## src/tmpa_map.svh

```systemverilog
// Register offsets, field positions, reset values and timing counts
`ifndef TMPA_MAP_SVH
`define TMPA_MAP_SVH
`define TMPA_OFS_CTRL       8'h00
`define TMPA_OFS_MBOX_TMO   8'h04
`define TMPA_OFS_NULLS      8'h08
`define TMPA_OFS_PAYLOAD    8'h0C
`define TMPA_OFS_CALL_BASE  8'h10
`define TMPA_OFS_CALL_STEP  8'h08
`define TMPA_OFS_CALL_END   8'h28
`define TMPA_OFS_COMMAND    8'h28
`define TMPA_OFS_STATUS     8'h2C
`define TMPA_CTRL_STAMP     0
`define TMPA_CTRL_EARLY     1
`define TMPA_CTRL_MANUAL    2
`define TMPA_CTRL_PAD_CR    3
`define TMPA_CTRL_PAD_LF    4
`define TMPA_CTRL_CONNECT_DATA_MODE_SELECT   5
`define TMPA_CMD_CONNECT    0
`define TMPA_CMD_INTER      1
`define TMPA_CMD_RAW        2
`define TMPA_CMD_COMMAND    3
`define TMPA_RST_CTRL       6'h00
`define TMPA_RST_MBOX_TMO   8'h1E
`define TMPA_MAX_MBOX_TMO   8'hFA
`define TMPA_RST_NULLS      5'h00
`define TMPA_MAX_NULLS      5'h1E
`define TMPA_RST_PAYLOAD    8'h80
`define TMPA_RST_STATION    52'h0_4E4F43414C4C
`define TMPA_RST_BLANK      52'h0_000000000000
`define TMPA_CHAR_CR        8'h0D
`define TMPA_CHAR_LF        8'h0A
`define TMPA_CHAR_NULL      8'h00
`define TMPA_CLK_HZ         100000000
`define TMPA_TICK_SEC       10
`endif

```

## src/tmpa_pkg.sv

```systemverilog
// Types shared by the mode and packet assembly block
package tmpa_pkg;
  // Terminal type-in mode, Gray coded along command, interactive, raw
  typedef enum logic [1:0] {
    TMPA_CMD   = 2'b00,
    TMPA_INTER = 2'b01,
    TMPA_RAW   = 2'b11
  } tmpa_mode_e;
  // Callsign of six ASCII characters plus a four bit substation ID
  typedef logic [51:0] tmpa_call_t;
endpackage

```

## src/tmpa_top.sv

```systemverilog
// Mode switching, address matching, mailbox timeout and packet assembly
//
// The implementer's own choices: the APB slave port and the register offsets.
`include "tmpa_map.svh"

// How it works
// - When time stamping is on, each reported monitored frame requests a stamp; default off.
// - Mailbox idle timeout holds 0 to 250 tens of seconds, default 30.
// - Remote mailbox user is dropped after that many idle ticks, never at 0; local operator never.
// - Idle time counts a free-running ten second tick, so it may fire early.
// - Station callsign and substation ID form the source of every originated packet.
// - Frames to the station call are accepted; digipeat naming it is relayed.
// - Alias callsign matches only for relaying, never for connections.
// - Mailbox answers when its call equals the station call; blank refuses all.
// - Without early switching, data mode starts at link up and persists after.
// - With early switching, data mode starts at connect; link loss returns command.
// - Manual-only switching changes modes solely on user commands.
// - CR enable sends the configured count of null bytes after each CR.
// - LF enable sends the configured count of null bytes after each LF.
// - Null count holds 0 to 30, default zero; pads only where enabled.
// - Null padding happens in command or interactive mode, never raw.
// - Data modes send a packet when input reaches the length; 0 means 256.
module tmpa_top #(
  parameter int unsigned TICK_CYCLES = `TMPA_TICK_SEC * `TMPA_CLK_HZ
) (
  input  wire logic        pclk,
  input  wire logic        presetn,
  input  wire logic        psel,
  input  wire logic        penable,
  input  wire logic        pwrite,
  input  wire logic [7:0]  paddr,
  input  wire logic [31:0] pwdata,
  output logic [31:0]      prdata,
  output logic             pready,
  output logic             pslverr,
  input  wire logic        rx_addr_valid,
  input  wire tmpa_pkg::tmpa_call_t rx_dest,
  input  wire tmpa_pkg::tmpa_call_t rx_digi,
  output logic             frame_accept,
  output logic             frame_relay,
  input  wire logic        inc_connect,
  input  wire tmpa_pkg::tmpa_call_t inc_dest,
  output logic             conn_accept,
  output logic             mbox_answer,
  output logic             mbox_refuse,
  output tmpa_pkg::tmpa_call_t tx_source,
  input  wire logic        link_up,
  input  wire logic        link_down,
  input  wire logic        connect_fail,
  output logic             connect_request,
  input  wire logic        mbox_local_login,
  input  wire logic        mbox_activity,
  output logic             mbox_disconnect,
  input  wire logic        mon_frame,
  output logic             mon_stamp,
  input  wire logic        term_in_valid,
  input  wire logic [7:0]  term_in_data,
  output logic             pkt_valid,
  output logic [7:0]       pkt_data,
  output logic             pkt_send,
  output logic             pkt_hold,
  output logic [1:0]       type_in_mode,
  input  wire logic        term_src_valid,
  input  wire logic [7:0]  term_src_data,
  output logic             term_src_ready,
  output logic             term_out_valid,
  output logic [7:0]       term_out_data,
  input  wire logic        term_out_ready
);
  import tmpa_pkg::*;

  logic [5:0]  ctrl;
  logic [7:0]  mbox_tmo;
  logic [4:0]  null_count;
  logic [7:0]  payload_len;
  tmpa_call_t  call_id [3];
  logic        wr_en;
  logic        rd_setup;
  logic        cmd_wr;
  logic [31:0] next_rdata;
  logic        next_err;
  tmpa_mode_e  mode;
  tmpa_mode_e  next_mode;
  tmpa_mode_e  data_mode;
  logic        linked;
  logic        pending;
  logic        mbox_remote;
  logic        mbox_local;
  logic [7:0]  idle_ticks;
  logic [29:0] tick_div;
  logic        tick;
  logic [8:0]  pkt_count;
  logic [8:0]  pkt_limit;
  logic        mbox_open;
  logic        idle_expired;

  // APB access phase completes in the cycle after setup
  assign rd_setup = psel & !penable & !pready;
  assign wr_en    = psel & penable & pready & pwrite;
  assign cmd_wr   = wr_en & (paddr == `TMPA_OFS_COMMAND);

  // Registered ready, one access cycle per transfer
  always_ff @(posedge pclk or negedge presetn) begin
    if (!presetn) begin
      pready  <= 1'b0;
      pslverr <= 1'b0;
      prdata  <= 32'h0000_0000;
    end else begin
      pready  <= rd_setup;
      pslverr <= rd_setup & next_err;
      prdata  <= rd_setup ? next_rdata : 32'h0000_0000;
    end
  end

  // Read decode; unmapped or unaligned offsets answer with an error
  always_comb begin
    next_rdata = 32'h0000_0000;
    next_err   = 1'b0;
    if (paddr[1:0] != 2'b00) begin
      next_err = 1'b1;
    end else if (paddr == `TMPA_OFS_CTRL) begin
      next_rdata = {26'h0, ctrl};
    end else if (paddr == `TMPA_OFS_MBOX_TMO) begin
      next_rdata = {24'h0, mbox_tmo};
    end else if (paddr == `TMPA_OFS_NULLS) begin
      next_rdata = {27'h0, null_count};
    end else if (paddr == `TMPA_OFS_PAYLOAD) begin
      next_rdata = {24'h0, payload_len};
    end else if (paddr >= `TMPA_OFS_CALL_BASE && paddr < `TMPA_OFS_CALL_END) begin
      for (int i = 0; i < 3; i++) begin
        if (paddr == `TMPA_OFS_CALL_BASE + 8'(i) * `TMPA_OFS_CALL_STEP) begin
          next_rdata = call_id[i][31:0];
        end else if (paddr == `TMPA_OFS_CALL_BASE + 8'(i) * `TMPA_OFS_CALL_STEP + 8'h04) begin
          next_rdata = {12'h000, call_id[i][51:32]};
        end
      end
    end else if (paddr == `TMPA_OFS_COMMAND) begin
      next_rdata = 32'h0000_0000;
    end else if (paddr == `TMPA_OFS_STATUS) begin
      next_rdata = {16'h0, idle_ticks, 2'h0, mbox_local, mbox_remote, pending, linked, mode};
    end else begin
      next_err = 1'b1;
    end
  end

  // Settings, restored to defaults by reset; out-of-range values clamp
  always_ff @(posedge pclk or negedge presetn) begin
    if (!presetn) begin
      ctrl        <= `TMPA_RST_CTRL;
      mbox_tmo    <= `TMPA_RST_MBOX_TMO;
      null_count  <= `TMPA_RST_NULLS;
      payload_len <= `TMPA_RST_PAYLOAD;
    end else if (wr_en) begin
      if (paddr == `TMPA_OFS_CTRL) begin
        ctrl <= pwdata[5:0];
      end
      if (paddr == `TMPA_OFS_MBOX_TMO) begin
        mbox_tmo <= (pwdata[7:0] > `TMPA_MAX_MBOX_TMO) ? `TMPA_MAX_MBOX_TMO : pwdata[7:0];
      end
      if (paddr == `TMPA_OFS_NULLS) begin
        null_count <= (pwdata[4:0] > `TMPA_MAX_NULLS) ? `TMPA_MAX_NULLS : pwdata[4:0];
      end
      if (paddr == `TMPA_OFS_PAYLOAD) begin
        payload_len <= pwdata[7:0];
      end
    end
  end

  // Station, alias and mailbox callsigns, two words per entry
  for (genvar g = 0; g < 3; g++) begin : g_call
    localparam logic [7:0] LO = `TMPA_OFS_CALL_BASE + 8'(g) * `TMPA_OFS_CALL_STEP;
    always_ff @(posedge pclk or negedge presetn) begin
      if (!presetn) begin
        call_id[g] <= (g == 0) ? `TMPA_RST_STATION : `TMPA_RST_BLANK;
      end else if (wr_en && paddr == LO) begin
        call_id[g][31:0] <= pwdata;
      end else if (wr_en && paddr == LO + 8'h04) begin
        call_id[g][51:32] <= pwdata[19:0];
      end
    end
  end

  // Received address matching; alias serves relaying only
  always_ff @(posedge pclk or negedge presetn) begin
    if (!presetn) begin
      frame_accept <= 1'b0;
      frame_relay  <= 1'b0;
      tx_source    <= `TMPA_RST_STATION;
    end else begin
      frame_accept <= rx_addr_valid & (rx_dest == call_id[0]);
      frame_relay  <= rx_addr_valid & ((rx_digi == call_id[0]) |
                      ((call_id[1][47:0] != 48'h0) & (rx_digi == call_id[1])));
      tx_source    <= call_id[0];
    end
  end

  // Incoming connections: station call only, mailbox if calls agree
  assign mbox_open = (call_id[2][47:0] != 48'h0) & (call_id[2] == call_id[0]);
  always_ff @(posedge pclk or negedge presetn) begin
    if (!presetn) begin
      conn_accept <= 1'b0;
      mbox_answer <= 1'b0;
      mbox_refuse <= 1'b0;
    end else begin
      conn_accept <= inc_connect & (inc_dest == call_id[0]);
      mbox_answer <= inc_connect & (inc_dest == call_id[0]) & mbox_open;
      mbox_refuse <= inc_connect & (inc_dest == call_id[0]) & !mbox_open;
    end
  end

  // Free-running ten second tick, never restarted by activity
  always_ff @(posedge pclk or negedge presetn) begin
    if (!presetn) begin
      tick_div <= 30'h0;
      tick     <= 1'b0;
    end else if (tick_div == 30'(TICK_CYCLES - 1)) begin
      tick_div <= 30'h0;
      tick     <= 1'b1;
    end else begin
      tick_div <= tick_div + 30'h1;
      tick     <= 1'b0;
    end
  end

  // Mailbox sessions and the idle timeout for remote users
  assign idle_expired = tick & (mbox_tmo != 8'h00) & (idle_ticks + 8'h01 >= mbox_tmo);
  always_ff @(posedge pclk or negedge presetn) begin
    if (!presetn) begin
      mbox_remote     <= 1'b0;
      mbox_local      <= 1'b0;
      idle_ticks      <= 8'h00;
      mbox_disconnect <= 1'b0;
    end else begin
      mbox_disconnect <= 1'b0;
      if (mbox_local_login) begin
        mbox_local <= 1'b1; // local operator is never timed out
      end
      if (mbox_answer || mbox_activity) begin
        idle_ticks <= 8'h00;
        mbox_remote <= mbox_remote | mbox_answer;
      end else if (link_down) begin
        mbox_remote <= 1'b0;
        mbox_local  <= 1'b0;
        idle_ticks  <= 8'h00;
      end else if (mbox_remote && idle_expired) begin
        mbox_remote     <= 1'b0;
        mbox_disconnect <= 1'b1;
        idle_ticks      <= 8'h00;
      end else if (mbox_remote && tick && idle_ticks != 8'hFF) begin
        idle_ticks <= idle_ticks + 8'h01;
      end
    end
  end

  // Link and connect attempt flags
  always_ff @(posedge pclk or negedge presetn) begin
    if (!presetn) begin
      linked          <= 1'b0;
      pending         <= 1'b0;
      connect_request <= 1'b0;
    end else begin
      connect_request <= cmd_wr & pwdata[`TMPA_CMD_CONNECT];
      if (link_up) begin
        linked  <= 1'b1;
        pending <= 1'b0;
      end else if (link_down || connect_fail) begin
        linked  <= 1'b0;
        pending <= 1'b0;
      end else if (cmd_wr && pwdata[`TMPA_CMD_CONNECT]) begin
        pending <= 1'b1;
      end
    end
  end

  // Mode choice: user commands first, then automatic switching
  assign data_mode = ctrl[`TMPA_CTRL_CONNECT_DATA_MODE_SELECT] ? TMPA_RAW : TMPA_INTER;
  always_comb begin
    next_mode = mode;
    if (cmd_wr && pwdata[`TMPA_CMD_COMMAND]) begin
      next_mode = TMPA_CMD;
    end else if (cmd_wr && pwdata[`TMPA_CMD_INTER]) begin
      next_mode = TMPA_INTER;
    end else if (cmd_wr && pwdata[`TMPA_CMD_RAW]) begin
      next_mode = TMPA_RAW;
    end else if (!ctrl[`TMPA_CTRL_MANUAL]) begin
      if (ctrl[`TMPA_CTRL_EARLY]) begin
        if (cmd_wr && pwdata[`TMPA_CMD_CONNECT]) begin
          next_mode = data_mode;
        end else if (link_down || connect_fail) begin
          next_mode = TMPA_CMD;
        end
      end else if (link_up) begin
        next_mode = data_mode;
      end
    end
  end

  // Mode register
  always_ff @(posedge pclk or negedge presetn) begin
    if (!presetn) begin
      mode         <= TMPA_CMD;
      type_in_mode <= 2'b00;
    end else begin
      unique case (next_mode)
        TMPA_CMD, TMPA_INTER, TMPA_RAW: mode <= next_mode;
        default: mode <= TMPA_CMD;
      endcase
      type_in_mode <= next_mode;
    end
  end

  // Packet assembly in data modes; send at the length limit
  assign pkt_limit = (payload_len == 8'h00) ? 9'h100 : {1'b0, payload_len};
  always_ff @(posedge pclk or negedge presetn) begin
    if (!presetn) begin
      pkt_count <= 9'h000;
      pkt_valid <= 1'b0;
      pkt_data  <= 8'h00;
      pkt_send  <= 1'b0;
      pkt_hold  <= 1'b0;
    end else begin
      pkt_valid <= 1'b0;
      pkt_send  <= 1'b0;
      pkt_hold  <= pending & ctrl[`TMPA_CTRL_EARLY]; // queued until link completes
      if (mode == TMPA_CMD) begin
        pkt_count <= 9'h000;
      end else if (term_in_valid) begin
        pkt_valid <= 1'b1;
        pkt_data  <= term_in_data;
        if (pkt_count + 9'h001 == pkt_limit) begin
          pkt_send  <= 1'b1;
          pkt_count <= 9'h000;
        end else begin
          pkt_count <= pkt_count + 9'h001;
        end
      end
    end
  end

  // Monitored frames request a date and time stamp when enabled
  always_ff @(posedge pclk or negedge presetn) begin
    if (!presetn) begin
      mon_stamp <= 1'b0;
    end else begin
      mon_stamp <= mon_frame & ctrl[`TMPA_CTRL_STAMP];
    end
  end

  // Terminal output with null padding
  tmpa_pad u_pad (
    .pclk       (pclk),
    .presetn    (presetn),
    .pad_cr     (ctrl[`TMPA_CTRL_PAD_CR]),
    .pad_lf     (ctrl[`TMPA_CTRL_PAD_LF]),
    .null_count (null_count),
    .raw_mode   (mode == TMPA_RAW),
    .src_valid  (term_src_valid),
    .src_data   (term_src_data),
    .src_ready  (term_src_ready),
    .out_valid  (term_out_valid),
    .out_data   (term_out_data),
    .out_ready  (term_out_ready)
  );
endmodule

```

## src/tmpa_pad.sv

```systemverilog
// Terminal output stage that inserts null padding after CR and LF
`include "tmpa_map.svh"
module tmpa_pad (
  input  wire logic       pclk,
  input  wire logic       presetn,
  input  wire logic       pad_cr,
  input  wire logic       pad_lf,
  input  wire logic [4:0] null_count,
  input  wire logic       raw_mode,
  input  wire logic       src_valid,
  input  wire logic [7:0] src_data,
  output logic            src_ready,
  output logic            out_valid,
  output logic [7:0]      out_data,
  input  wire logic       out_ready
);
  logic [4:0] nulls_left;
  logic       accept;
  logic       wants_pad;

  // Pad only after CR or LF, only when enabled and never in raw mode
  assign accept    = src_valid & src_ready;
  assign wants_pad = !raw_mode & ((pad_cr & (src_data == `TMPA_CHAR_CR)) |
                                  (pad_lf & (src_data == `TMPA_CHAR_LF)));

  // One byte in flight, followed by its nulls; source stalls meanwhile
  always_ff @(posedge pclk or negedge presetn) begin
    if (!presetn) begin
      out_valid  <= 1'b0;
      out_data   <= 8'h00;
      nulls_left <= 5'h00;
      src_ready  <= 1'b0;
    end else if (accept) begin
      out_valid  <= 1'b1;
      out_data   <= src_data;
      nulls_left <= wants_pad ? null_count : 5'h00;
      src_ready  <= 1'b0;
    end else if (out_valid && out_ready) begin
      if (nulls_left != 5'h00) begin
        out_data   <= `TMPA_CHAR_NULL;
        nulls_left <= nulls_left - 5'h01;
      end else begin
        out_valid <= 1'b0;
      end
    end else if (!out_valid) begin
      src_ready <= 1'b1;
    end
  end
endmodule

```

## config.mk

```make
export PLATFORM = sky130hd
export DESIGN_NAME = tmpa_top
export DESIGN_NICKNAME = d
export VERILOG_FILES = /design/src/tmpa_pkg.sv /design/src/tmpa_top.sv /design/src/tmpa_pad.sv
export VERILOG_INCLUDE_DIRS = /design/src
export SDC_FILE = /design/constraint.sdc
export NUM_CORES = 1
export LEC_CHECK = 0
export BUFFER_PORTS_ARGS = -buffer_cell sky130_fd_sc_hd__clkbuf_2
export CELL_PAD_IN_SITES_DETAIL_PLACEMENT = 0
export CELL_PAD_IN_SITES_GLOBAL_PLACEMENT = 2
export CORE_ASPECT_RATIO = 0.8
export CORE_MARGIN = 5
export CORE_UTILIZATION = 33
export CTS_CLUSTER_SIZE = 16
export DETAILED_ROUTE_END_ITERATION = 7
export PLACE_DENSITY = 0.82
export SKIP_LAST_GASP = 1
export SLEW_MARGIN = 20
export SYNTH_ARGS = -nofsm -noshare
export SYNTH_HDL_FRONTEND = slang
export SYNTH_HIERARCHICAL = 1
export SYNTH_SLANG_ARGS = --single-unit
export TNS_END_PERCENT = 1
```

## constraint.sdc

```tcl
create_clock -name pclk -period 2.7 [get_ports pclk]
set_clock_uncertainty 0.1 [all_clocks]
set_input_delay 0.81 -clock pclk [delete_from_list [all_inputs] [get_ports pclk]]
set_output_delay 0.81 -clock pclk [all_outputs]
set_load 0.01 [all_outputs]
```

==> out/summary.txt, run 1 <==
SYNTHESIS
-------------------------------------------------------------------------------------
Synthesized netlist cell count                                                   1758
Register area share after synthesis                                             0.478
Syn_nets                                                                         1998
Primary FF master, synth                                                      dfrtp_1
Number of flops mapped to enable cells by yosys                                     0
Flops & latches, synth                                                            358
Total number of yosys warnings                                                      6
Cell Area, Synth                                                           18900 um^2
Number of unique standard cell types used by synthesis                             80
Async SR Flop Fraction                                                           1.00
Mean area per synthesized cell                                              10.7 um^2

PWR
-------------------------------------------------------------------------------------
Net Sw Frac                                                                     0.269
Final Power                                                                   12.9 mW
Maximum resistive drop on vdd                                                0.409 mV
Logic pwr share                                                                 0.113
Static Leak                                                                   11.6 nW
Internal                                                                      9.45 mW
Net Sw Power                                                                  3.48 mW
Share of total power in the clock network                                       0.448
Proportion of power drawn by flip-flops and latches                             0.439
Power density relative to cell area                                       538 nW/um^2

WORST SETUP PATH
-------------------------------------------------------------------------------------
Setup crit start kind                                                       flip-flop
Number of cells on the worst reg-to-reg path                                       11
Beginning of the worst register-to-register path                         idle_ticks[0]$_DFFE_PN0P_
Element type at the critical path end                                       flip-flop
Crit path arrival time                                                        2.93 ns
Classification of the worst setup path                                   flip-flop to flip-flop
Data required, critical path                                                  3.07 ns
Maximum fanout count along the critical path                                        8
Critical Path Source                                                     idle_ticks[0]$_DFFE_PN0P_

TIMING
-------------------------------------------------------------------------------------
Maximum clock frequency                                                       391 MHz
Number of setup violations in the final report                                      0
Count of endpoints failing hold in the final timing report                          0
Min Clock Period, post-route                                                  2.56 ns
Slew at the pin closest to its max-slew limit                                 1.08 ns
Max Transition Viols Final                                                          0
Headroom to the max-slew limit                                                  0.273
Unrepaired setup endpoints after global routing                                   yes
Fin crit share                                                                  0.947
Worst-case setup margin in the final layout                                  0.144 ns

GRT
-------------------------------------------------------------------------------------
Pin count of the biggest net entering global routing                               70
Vias in the first global route                                                  16507
Total global routing overflow                                                       0
Number of antenna violations at the first check in global routing                  11
First-pass GRT wire length                                                  118000 um
Aggregate global-route resource usage                                           0.257

CLOCKING
-------------------------------------------------------------------------------------
Max H-tree Level                                                                    2
Longest Clk Path Bufs                                                               3
Clock sink count                                                                  358
Buffer cell driving the clock tree root                                     clkbuf_16
Buffers inserted during post-CTS setup optimization                                 0
Clock latency at the later pin of the worst-skew pair                         0.59 ns
Count of hold-fix buffers inserted at cts                                           0
Clock-pin slew on the worst setup and hold paths                              0.06 ns
Number of clock buffers inserted by TritonCTS                                      43
CTS tree                                                                          yes

DRT
-------------------------------------------------------------------------------------
Overall routed net length                                                    82100 um
Count of routing violations after the opening detailed-route iteration           1644
Avg Vias per Cell                                                                5.44
Drt wl/cell                                                                   27.4 um
Number of iterations in the first detailed-routing pass                             6
Antenna-violating nets left                                                         0
Number of DRC violations after detailed routing                                     0
Total vias in the final route                                                   16315

PLACE
-------------------------------------------------------------------------------------
Dpl ws                                                                      -0.210 ns
Final Wtd Congestion                                                            0.983
Instance area after placement                                              22600 um^2
Final HPWL DP                                                                64300 um
Buffers added on ports                                                            344

FINISH
-------------------------------------------------------------------------------------
Post-Route Utilization                                                          0.424
Final #Nets                                                                      2443
Number of filler cells placed in the layout                                      5432
Fraction of final layout cells sized beyond drive strength 1                    0.373
Final non-filler cell area                                                 24000 um^2
Area added between synthesis and finish                                         27.4%

WORST HOLD PATH
-------------------------------------------------------------------------------------
Tightest Hold Check Type                                                 input port to async pin

FLOORPLAN
-------------------------------------------------------------------------------------
Effective utilization at floorplan                                              0.333
I/O pin count                                                                     345
Vert. Die Dim                                                                  224 um
Die Area                                                                   62100 um^2
Row cnt                                                                            78
Die Width                                                                      277 um
Area of the core region                                                    56700 um^2

JOB
-------------------------------------------------------------------------------------
Count of maximum capacitance violations                                             0

STATUS
-------------------------------------------------------------------------------------
Status                                                                   finished clean

-- stage by stage --
step / hold slack [ns] / cells / setup TNS (ns)
floorplan: 0.252 / 1758 / -6.60
CTS: 0.0289 / 2998 / 0
global route: 0.0512 / 3000 / -0.0231
detailed placement: 0.340 / 2918 / -13.24
global placement: 0.336 / 2918 / -9.94
finish: 0.0445 / 3001 / 0
-- cells in the final DEF, fill, tap and decap left out, types with 11 or more instances in the layout --
cell type | Yosys | routed
a21o_1 | 18 | 18
a21oi_1 | 83 | 82
a22oi_1 | 28 | 28
and3_1 | 21 | 21
buf_12 | 0 | 17
buf_4 | 1 | 156
clkbuf_1 | 83 | 13
clkbuf_16 | 0 | 43
clkbuf_2 | 1 | 343
dfrtp_1 | 313 | 311
dfstp_2 | 45 | 45
inv_1 | 39 | 39
mux2_2 | 145 | 145
mux2_4 | 22 | 22
nand2_1 | 136 | 134
nand3_1 | 25 | 25
nand4_1 | 59 | 59
nor2_1 | 76 | 76
nor3_1 | 24 | 22
nor4_1 | 69 | 69
o211ai_1 | 11 | 11
o21ai_0 | 53 | 52
o22ai_1 | 12 | 12
xnor2_1 | 149 | 149
xor2_1 | 142 | 142
-- cell type report --
cell class                 instances  area [um^2]  share of cell area
sequential                       358         9020               0.375
timing repair buffer             517         3240               0.135
tap                              760          951              0.0395
multi-input combinational       1243         9270               0.385
antenna                            3         7.51            0.000312
clock buffer                      66         1260              0.0525
inverter                          40          150             0.00624
clock inverter                    14          150             0.00624
-- synth_stat cells (39+ instances only) --
| cell | count | area share |
|---|---|---|
| a21oi_1 | 83 | 0.022 |
| clkbuf_1 | 83 | 0.017 |
| dfrtp_1 | 313 | 0.41 |
| o21ai_0 | 53 | 0.014 |
| xnor2_1 | 149 | 0.069 |
| mux2_2 | 145 | 0.086 |
| nor2_1 | 76 | 0.015 |
| dfstp_2 | 45 | 0.063 |
| inv_1 | 39 | 0.0078 |
| nand4_1 | 59 | 0.020 |
| nor4_1 | 69 | 0.023 |
| xor2_1 | 142 | 0.066 |
| nand2_1 | 136 | 0.027 |
-- repair_timing --
action / in CTS / in global routing
gates resized for setup: 1 / 13
setup endpoints to repair: 8 / 17
cloned: 0 / 0
-- cell families after synthesis --
family / after synthesis / share of synthesized area
AND/OR/NAND/NOR: 481 / 0.135
flip-flops: 358 / 0.478
XOR/XNOR: 292 / 0.136
AO/OA/AOI/OAI: 278 / 0.0959
multiplexers: 180 / 0.113
buffers and inverters: 157 / 0.0349
adder cells (fa/ha/maj): 12 / 0.00795
-- final timing paths --
path	to	slack, ns
hold / removal	tick_div[4]$_DFF_PN0_	0.04
setup / recovery	idle_ticks[7]$_DFFE_PN0P_	0.14
hold reg to reg	tx_source[22]$_DFF_PN1_	0.35
setup reg to reg	idle_ticks[7]$_DFFE_PN0P_	0.14
min in group pclk	pkt_data[3]$_DFFE_PN0P_	0.33
max in group asynchronous	call_id[136]$_DFFE_PN1P_	1.69
-- registers in the layout (all words and copies together), names as in the netlist, 2 cells and up --
signal	cells
type_in_mode	2
tick_div	30
prdata	32
tx_source	52
payload_len	8
call_id	156
ctrl	6
u_pad/out_data	8
mbox_tmo	8
pkt_data	8
u_pad/nulls_left	5
pkt_count	9
null_count	5
idle_ticks	8
-- power groups by stage --
stage	Sequential (mW)	Clock (mW)	Combinational, mW
finish	5.68	5.80	1.45
global route	5.70	6.16	1.59
CTS	5.67	5.91	1.43
detailed placement	5.77	0	1.42
global placement	5.76	0	1.40
floorplan	5.75	0	0.641
-- critical path, stage by stage, from the launching register on --
cell and delay (ns):
dfrtp_2 0.45, ha_2 0.22, and3_1 0.21, and3_1 0.23, xor2_1 0.16, ha_1 0.22, nor3_2 0.21, nand2_1 0.09
a21oi_2 0.13, o31ai_1 0.08, buf_4 0.18, a211oi_1 0.18
-- routing by layer --
| layer | part of all wire | vias to the layer above | track usage |
|---|---|---|---|
| li1 | - | 7153 | - |
| met1 | 0.45 | 8278 | 0.365 |
| met2 | 0.44 | 729 | 0.396 |
| met3 | 0.081 | 147 | 0.0616 |
| met4 | 0.028 | 8 | 0.0688 |
| met5 | 0.00074 | - | 0 |
Power figures use the tool's default switching activity.
==> run 2: changes to the inputs <==
==> constraint.sdc (replaced) <==
create_clock -name pclk -period 2.7 [get_ports pclk]
set_clock_uncertainty 0.1 [all_clocks]
set_input_delay 0.54 -clock pclk [delete_from_list [all_inputs] [get_ports pclk]]
set_output_delay 0.54 -clock pclk [all_outputs]
set_load 0.01 [all_outputs]
==> run 2 against run 1 <==
Net effect: final area fell by 1.7%; non-clock buffer count fell by 38; utilization fell by 0.70 points; sequential share of layout area rose by 0.62 points; wire length fell by 1.3%; sequential cell count did not move; register-to-register slack got worse by 0.04 ns; first-iteration DRC count fell by 8.1%; sequential power barely moved; clock power rose by 2%; fmax fell by 1.7%; combinational power fell by 3%; critical path type unchanged.
==> out/summary.txt, run 2 (same netlist as run 1, synthesis figures left out) <==
WORST SETUP PATH
-------------------------------------------------------------------------------------
Setup crit start kind                                                       flip-flop
Crit path arrival time                                                        2.91 ns
Maximum fanout count along the critical path                                        6
Element type at the critical path end                                       flip-flop
Data required, critical path                                                  3.01 ns
Classification of the worst setup path                                   flip-flop to flip-flop
Number of cells on the worst reg-to-reg path                                        7

DRT
-------------------------------------------------------------------------------------
Antenna-violating nets left                                                         0
Count of routing violations after the opening detailed-route iteration           1511
Number of DRC violations after detailed routing                                     0
Total vias in the final route                                                   16216
Overall routed net length                                                    81000 um
Avg Vias per Cell                                                                5.48
Number of iterations in the first detailed-routing pass                             6
Drt wl/cell                                                                   27.4 um

GRT
-------------------------------------------------------------------------------------
Pin count of the biggest net entering global routing                               74
Aggregate global-route resource usage                                           0.251
Vias in the first global route                                                  16014
Number of antenna violations at the first check in global routing                   7
Total global routing overflow                                                       0
First-pass GRT wire length                                                  115000 um

PLACE
-------------------------------------------------------------------------------------
Final Wtd Congestion                                                            0.983
Placed Cells                                                                     2877
Buffers added on ports                                                            344
Dpl ws                                                                      -0.101 ns
Final HPWL DP                                                                62900 um

PWR
-------------------------------------------------------------------------------------
Logic pwr share                                                                 0.108
Net Sw Frac                                                                     0.264
Share of total power in the clock network                                       0.455
Final Power                                                                   13.0 mW
Internal                                                                      9.56 mW
Net Sw Power                                                                  3.43 mW
Maximum resistive drop on vdd                                                0.386 mV
Static Leak                                                                   11.4 nW
Proportion of power drawn by flip-flops and latches                             0.437
Power density relative to cell area                                       549 nW/um^2

FLOORPLAN
-------------------------------------------------------------------------------------
Effective utilization at floorplan                                              0.333
Area of the core region                                                    56700 um^2
Die Area                                                                   62100 um^2
Row cnt                                                                            78
Die Width                                                                      277 um
I/O pin count                                                                     345
Vert. Die Dim                                                                  224 um

CLOCKING
-------------------------------------------------------------------------------------
Number of clock buffers inserted by TritonCTS                                      41
Clock sink count                                                                  358
Max H-tree Level                                                                    2
Longest Clk Path Bufs                                                               3
Clock-pin slew on the worst setup and hold paths                              0.06 ns
CTS tree                                                                          yes
Buffer cell driving the clock tree root                                     clkbuf_16
Clock latency at the later pin of the worst-skew pair                         0.57 ns

TIMING
-------------------------------------------------------------------------------------
Fin crit share                                                                  0.963
Maximum clock frequency                                                       384 MHz
Headroom to the max-slew limit                                                  0.415
Setup TNS                                                                        0 ns
Min Clock Period, post-route                                                  2.60 ns
Count of endpoints failing hold in the final timing report                          0
Worst-case setup margin in the final layout                                 0.0989 ns
Unrepaired setup endpoints after global routing                                   yes
Number of setup violations in the final report                                      0
Max Transition Viols Final                                                          0
Slew at the pin closest to its max-slew limit                                0.870 ns

FINISH
-------------------------------------------------------------------------------------
Largest regs                                                             call_id x156, tx_source x52, prdata x32
Cell Count, Final, Fillers Out                                                   2960
Final #Nets                                                                      2403
Area added between synthesis and finish                                         25.3%
Most flops, register                                                          call_id
Top library cells by usage in the layout, fill and taps aside            clkbuf_2, dfrtp_1, xnor2_1
Fraction of final layout cells sized beyond drive strength 1                    0.361
Most common cell after layout, fill and taps aside                           clkbuf_2
Flip-flop count of the largest register, all copies and words added               156

STATUS
-------------------------------------------------------------------------------------
Status                                                                   finished clean

WORST HOLD PATH
-------------------------------------------------------------------------------------
Hold Path Depth                                                                     3
Tightest Hold Check Type                                                 input port to flip-flop

JOB
-------------------------------------------------------------------------------------
Count of maximum capacitance violations                                             0

run 2: per-stage QoR:
stage               hold WS (ns)  utilization  cell area, um^2
floorplan                  0.144            -            18900
global placement           0.349        0.391            22200
detailed placement         0.350        0.391            22200
CTS                       0.0383        0.416            23600
global route              0.0616        0.417            23600
finish                    0.0758        0.417            23600
run 2: timing repair:
action,CTS,global route
gates resized for setup,0,5
hold buffers,1,0
setup buffers,0,2
setup endpoints to repair,0,16
endpoints found under the hold margin,42,0
run 2: final cells by class:
cell class / count / area, um^2
Multi-Input combinational cell: 1243 / 9230
Timing Repair Buffer: 479 / 2870
Antenna cell: 5 / 12.5
Sequential cell: 358 / 9010
Clock inverter: 23 / 279
Clock buffer: 52 / 1140
Fill cell: 5518 / 33100
Inverter: 40 / 150
Tap cell: 760 / 951
run 2: metal layers:
metal  part of all wire  global-route usage
met1               0.43               0.349
met2               0.44               0.380
met3              0.098              0.0724
met4              0.033              0.0811
met5            0.00074                   0
run 2: path summary, 6_finish.rpt:
kind,startpoint,endpoint,slack [ns]
worst max-delay path,pkt_count[1]$_DFFE_PN0P_,pkt_count[4]$_DFFE_PN0P_,0.1
worst min-delay path,term_in_data[5],pkt_data[5]$_DFFE_PN0P_,0.08
worst max register to register,pkt_count[1]$_DFFE_PN0P_,pkt_count[4]$_DFFE_PN0P_,0.1
worst min register to register,call_id[126]$_DFFE_PN1P_,tx_source[22]$_DFF_PN1_,0.36
max in group asynchronous,presetn,mbox_tmo[3]$_DFFE_PN1P_,1.23
min in group asynchronous,presetn,call_id[117]$_DFFE_PN0P_,0.40
run 2: power groups by stage:
stage / clock network, mW / registers, mW / logic (mW)
6_report: 5.91 / 5.68 / 1.40
5_1_grt: 6.22 / 5.69 / 1.53
4_1_cts: 6.05 / 5.68 / 1.40
3_5_place_dp: 0 / 5.77 / 1.39
3_3_place_gp: 0 / 5.76 / 1.37
2_1_floorplan: 0 / 5.75 / 0.640
run 2: worst max-delay path, cell delays in order, from the launching register on:
cell and delay (ns):
dfrtp_1 0.38, ha_1 0.27, nand3_1 0.18, or3_1 0.39, a2111oi_1 0.48, o2111ai_1 0.27, nand2_1 0.24, o311ai_0 0.14
==> run 3: changes to the inputs <==
RECOVER_POWER = 50   (was not set)
==> run 3 against run 2 <==
Net effect: the run now ends with max-capacitance violations, max-slew violations, negative setup slack left; worst hold slack got worse by 0.0025 ns; sequential power barely moved; global-route usage did not move; fmax fell by 5.7%; non-clock buffer count did not move; register-to-register slack got worse by 0.16 ns; critical endpoint is now frame_accept$_DFF_PN0_.
==> out/summary.txt, run 3 (same netlist as run 1, synthesis figures left out) <==
WORST SETUP PATH
-------------------------------------------------------------------------------------
Classification of the worst setup path                                   flip-flop to flip-flop
Setup crit start kind                                                       flip-flop
Crit path arrival time                                                        3.12 ns
Crit-path cells                                                          clkbuf_1 -> xor2_1 -> nor4_1 -> buf_4 -> nand4_1 -> nor4_1
Critical path's top delay family                                         buffers and inverters
Delay contributed by the slowest stage of the critical path                   0.85 ns
Element type at the critical path end                                       flip-flop
Data required, critical path                                                  3.07 ns
Maximum fanout count along the critical path                                        7
Beginning of the worst register-to-register path                         call_id[107]$_DFFE_PN1P_
Most common cell on crit path                                                  nor4_1
Critical Path Source                                                     call_id[107]$_DFFE_PN1P_
Slowest cell on the critical path                                            clkbuf_1
Worst path buffer plus inverter count                                               2

TIMING
-------------------------------------------------------------------------------------
Min Clock Period, post-route                                                  2.76 ns
Slew at the pin closest to its max-slew limit                                 1.71 ns
Unrepaired setup endpoints after global routing                                   yes
Hold slack final                                                            0.0733 ns
Max Transition Viols Final                                                         51
Fin crit share                                                                   1.02
Setup TNS                                                                   -0.102 ns
Maximum clock frequency                                                       363 MHz
Number of setup violations in the final report                                      2
Headroom to the max-slew limit                                                 -0.138
Worst-case setup margin in the final layout                                -0.0574 ns
Count of endpoints failing hold in the final timing report                          0

FINISH
-------------------------------------------------------------------------------------
Fraction of final layout cells sized beyond drive strength 1                    0.342
Number of filler cells placed in the layout                                      5564
Area added between synthesis and finish                                         24.3%
Most common cell after layout, fill and taps aside                           clkbuf_2
Final non-filler cell area                                                 23500 um^2
Flip-flop count of the largest register, all copies and words added               156
Top library cells by usage in the layout, fill and taps aside            clkbuf_2, dfrtp_1, xnor2_1
Largest regs                                                             call_id x156, tx_source x52, prdata x32
Final #Nets                                                                      2403
Most flops, register                                                          call_id

PLACE
-------------------------------------------------------------------------------------
Final HPWL DP                                                                62900 um
Instance area after placement                                              22200 um^2
Buffers added on ports                                                            344
Final Wtd Congestion                                                            0.983

JOB
-------------------------------------------------------------------------------------
Count of maximum capacitance violations                                             1

DRT
-------------------------------------------------------------------------------------
Overall routed net length                                                    81100 um
Count of routing violations after the opening detailed-route iteration           1564
Number of DRC violations after detailed routing                                     0
Total vias in the final route                                                   16134
Antenna-violating nets left                                                         0
Number of iterations in the first detailed-routing pass                             5
Avg Vias per Cell                                                                5.45
Drt wl/cell                                                                   27.4 um

PWR
-------------------------------------------------------------------------------------
Static Leak                                                                   11.2 nW
Final Power                                                                   13.0 mW
Maximum resistive drop on vdd                                                0.387 mV
Power density relative to cell area                                       553 nW/um^2

GRT
-------------------------------------------------------------------------------------
First-pass GRT wire length                                                  115000 um
Vias in the first global route                                                  16014
Total global routing overflow                                                       0
Pin count of the biggest net entering global routing                               74
Number of antenna violations at the first check in global routing                   8
Aggregate global-route resource usage                                           0.251

CLOCKING
-------------------------------------------------------------------------------------
Number of clock buffers inserted by TritonCTS                                      41
CTS tree                                                                          yes
Clock sink count                                                                  358
Max H-tree Level                                                                    2
Clock latency at the later pin of the worst-skew pair                         0.57 ns
Buffer cell driving the clock tree root                                     clkbuf_16
Longest Clk Path Bufs                                                               3
Clock-pin slew on the worst setup and hold paths                              0.06 ns

FLOORPLAN
-------------------------------------------------------------------------------------
Effective utilization at floorplan                                              0.333
Die Area                                                                   62100 um^2
Row cnt                                                                            78
Vert. Die Dim                                                                  224 um
Die Width                                                                      277 um
I/O pin count                                                                     345
Area of the core region                                                    56700 um^2

WORST HOLD PATH
-------------------------------------------------------------------------------------
Tightest Hold Check Type                                                 input port to flip-flop
Startpoint of the most critical hold path                                term_in_data[5]

STATUS
-------------------------------------------------------------------------------------
Status                                                                   finished, violations left
Violations in the final reports                                          max-capacitance violations, max-slew violations, negative setup slack

run 3: final timing paths:
kind	end	slack [ns]	cells after the start
max	frame_accept$_DFF_PN0_	-0.06	6
min	pkt_data[5]$_DFFE_PN0P_	0.07	3
max reg2reg	frame_accept$_DFF_PN0_	-0.06	6
min reg2reg	pkt_data[6]$_DFFE_PN0P_	0.38	2
max in group asynchronous	mbox_tmo[3]$_DFFE_PN1P_	0.33	3
min in group asynchronous	call_id[117]$_DFFE_PN0P_	0.85	2
run 3: per-layer routing:
metal  track usage  routed length, um
met5             0                 60
met4        0.0811               2680
met3        0.0724               7580
met2         0.380              35600
met1         0.349              35200
run 3: repair_timing:
| item | in CTS | in global routing |
|---|---|---|
| resized for setup | 0 | 5 |
| setup endpoints to repair | 0 | 16 |
| setup buffers | 0 | 2 |
| hold buffers | 1 | 0 |
| endpoints found under the hold margin | 42 | 0 |
run 3: worst min-delay path: stages:
cell	delay, ns
clkbuf_2	0.07
nand2_1	0.04
nand2_1	0.04
run 3: cell type report:
type	count	area [um^2]	area share
diodes	3	7.51	0.000320
well taps	760	951	0.0405
repair buffers	479	2710	0.116
multi-input cells	1243	9220	0.393
clock inverters	23	279	0.0119
inverters	40	150	0.00640
flip-flops and latches	358	9010	0.384
clock buffers	52	1140	0.0485
run 3: power breakdown:
part           leakage (nW)  internal [mW]  total, mW  switching (mW)
Sequential             4.70           5.51       5.67           0.162
Combinational          5.83          0.549       1.39           0.841
Clock                 0.691           3.49       5.92            2.43
run 3: per-stage QoR:
stage,cells,utilization,setup WS (ns)
2_1_floorplan,1758,-,0.106
3_3_place_gp,2877,0.391,-0.146
3_5_place_dp,2877,0.391,-0.101
4_1_cts,2953,0.416,0.0282
5_1_grt,2957,0.414,-0.0434
6_report,2958,0.414,-0.0574
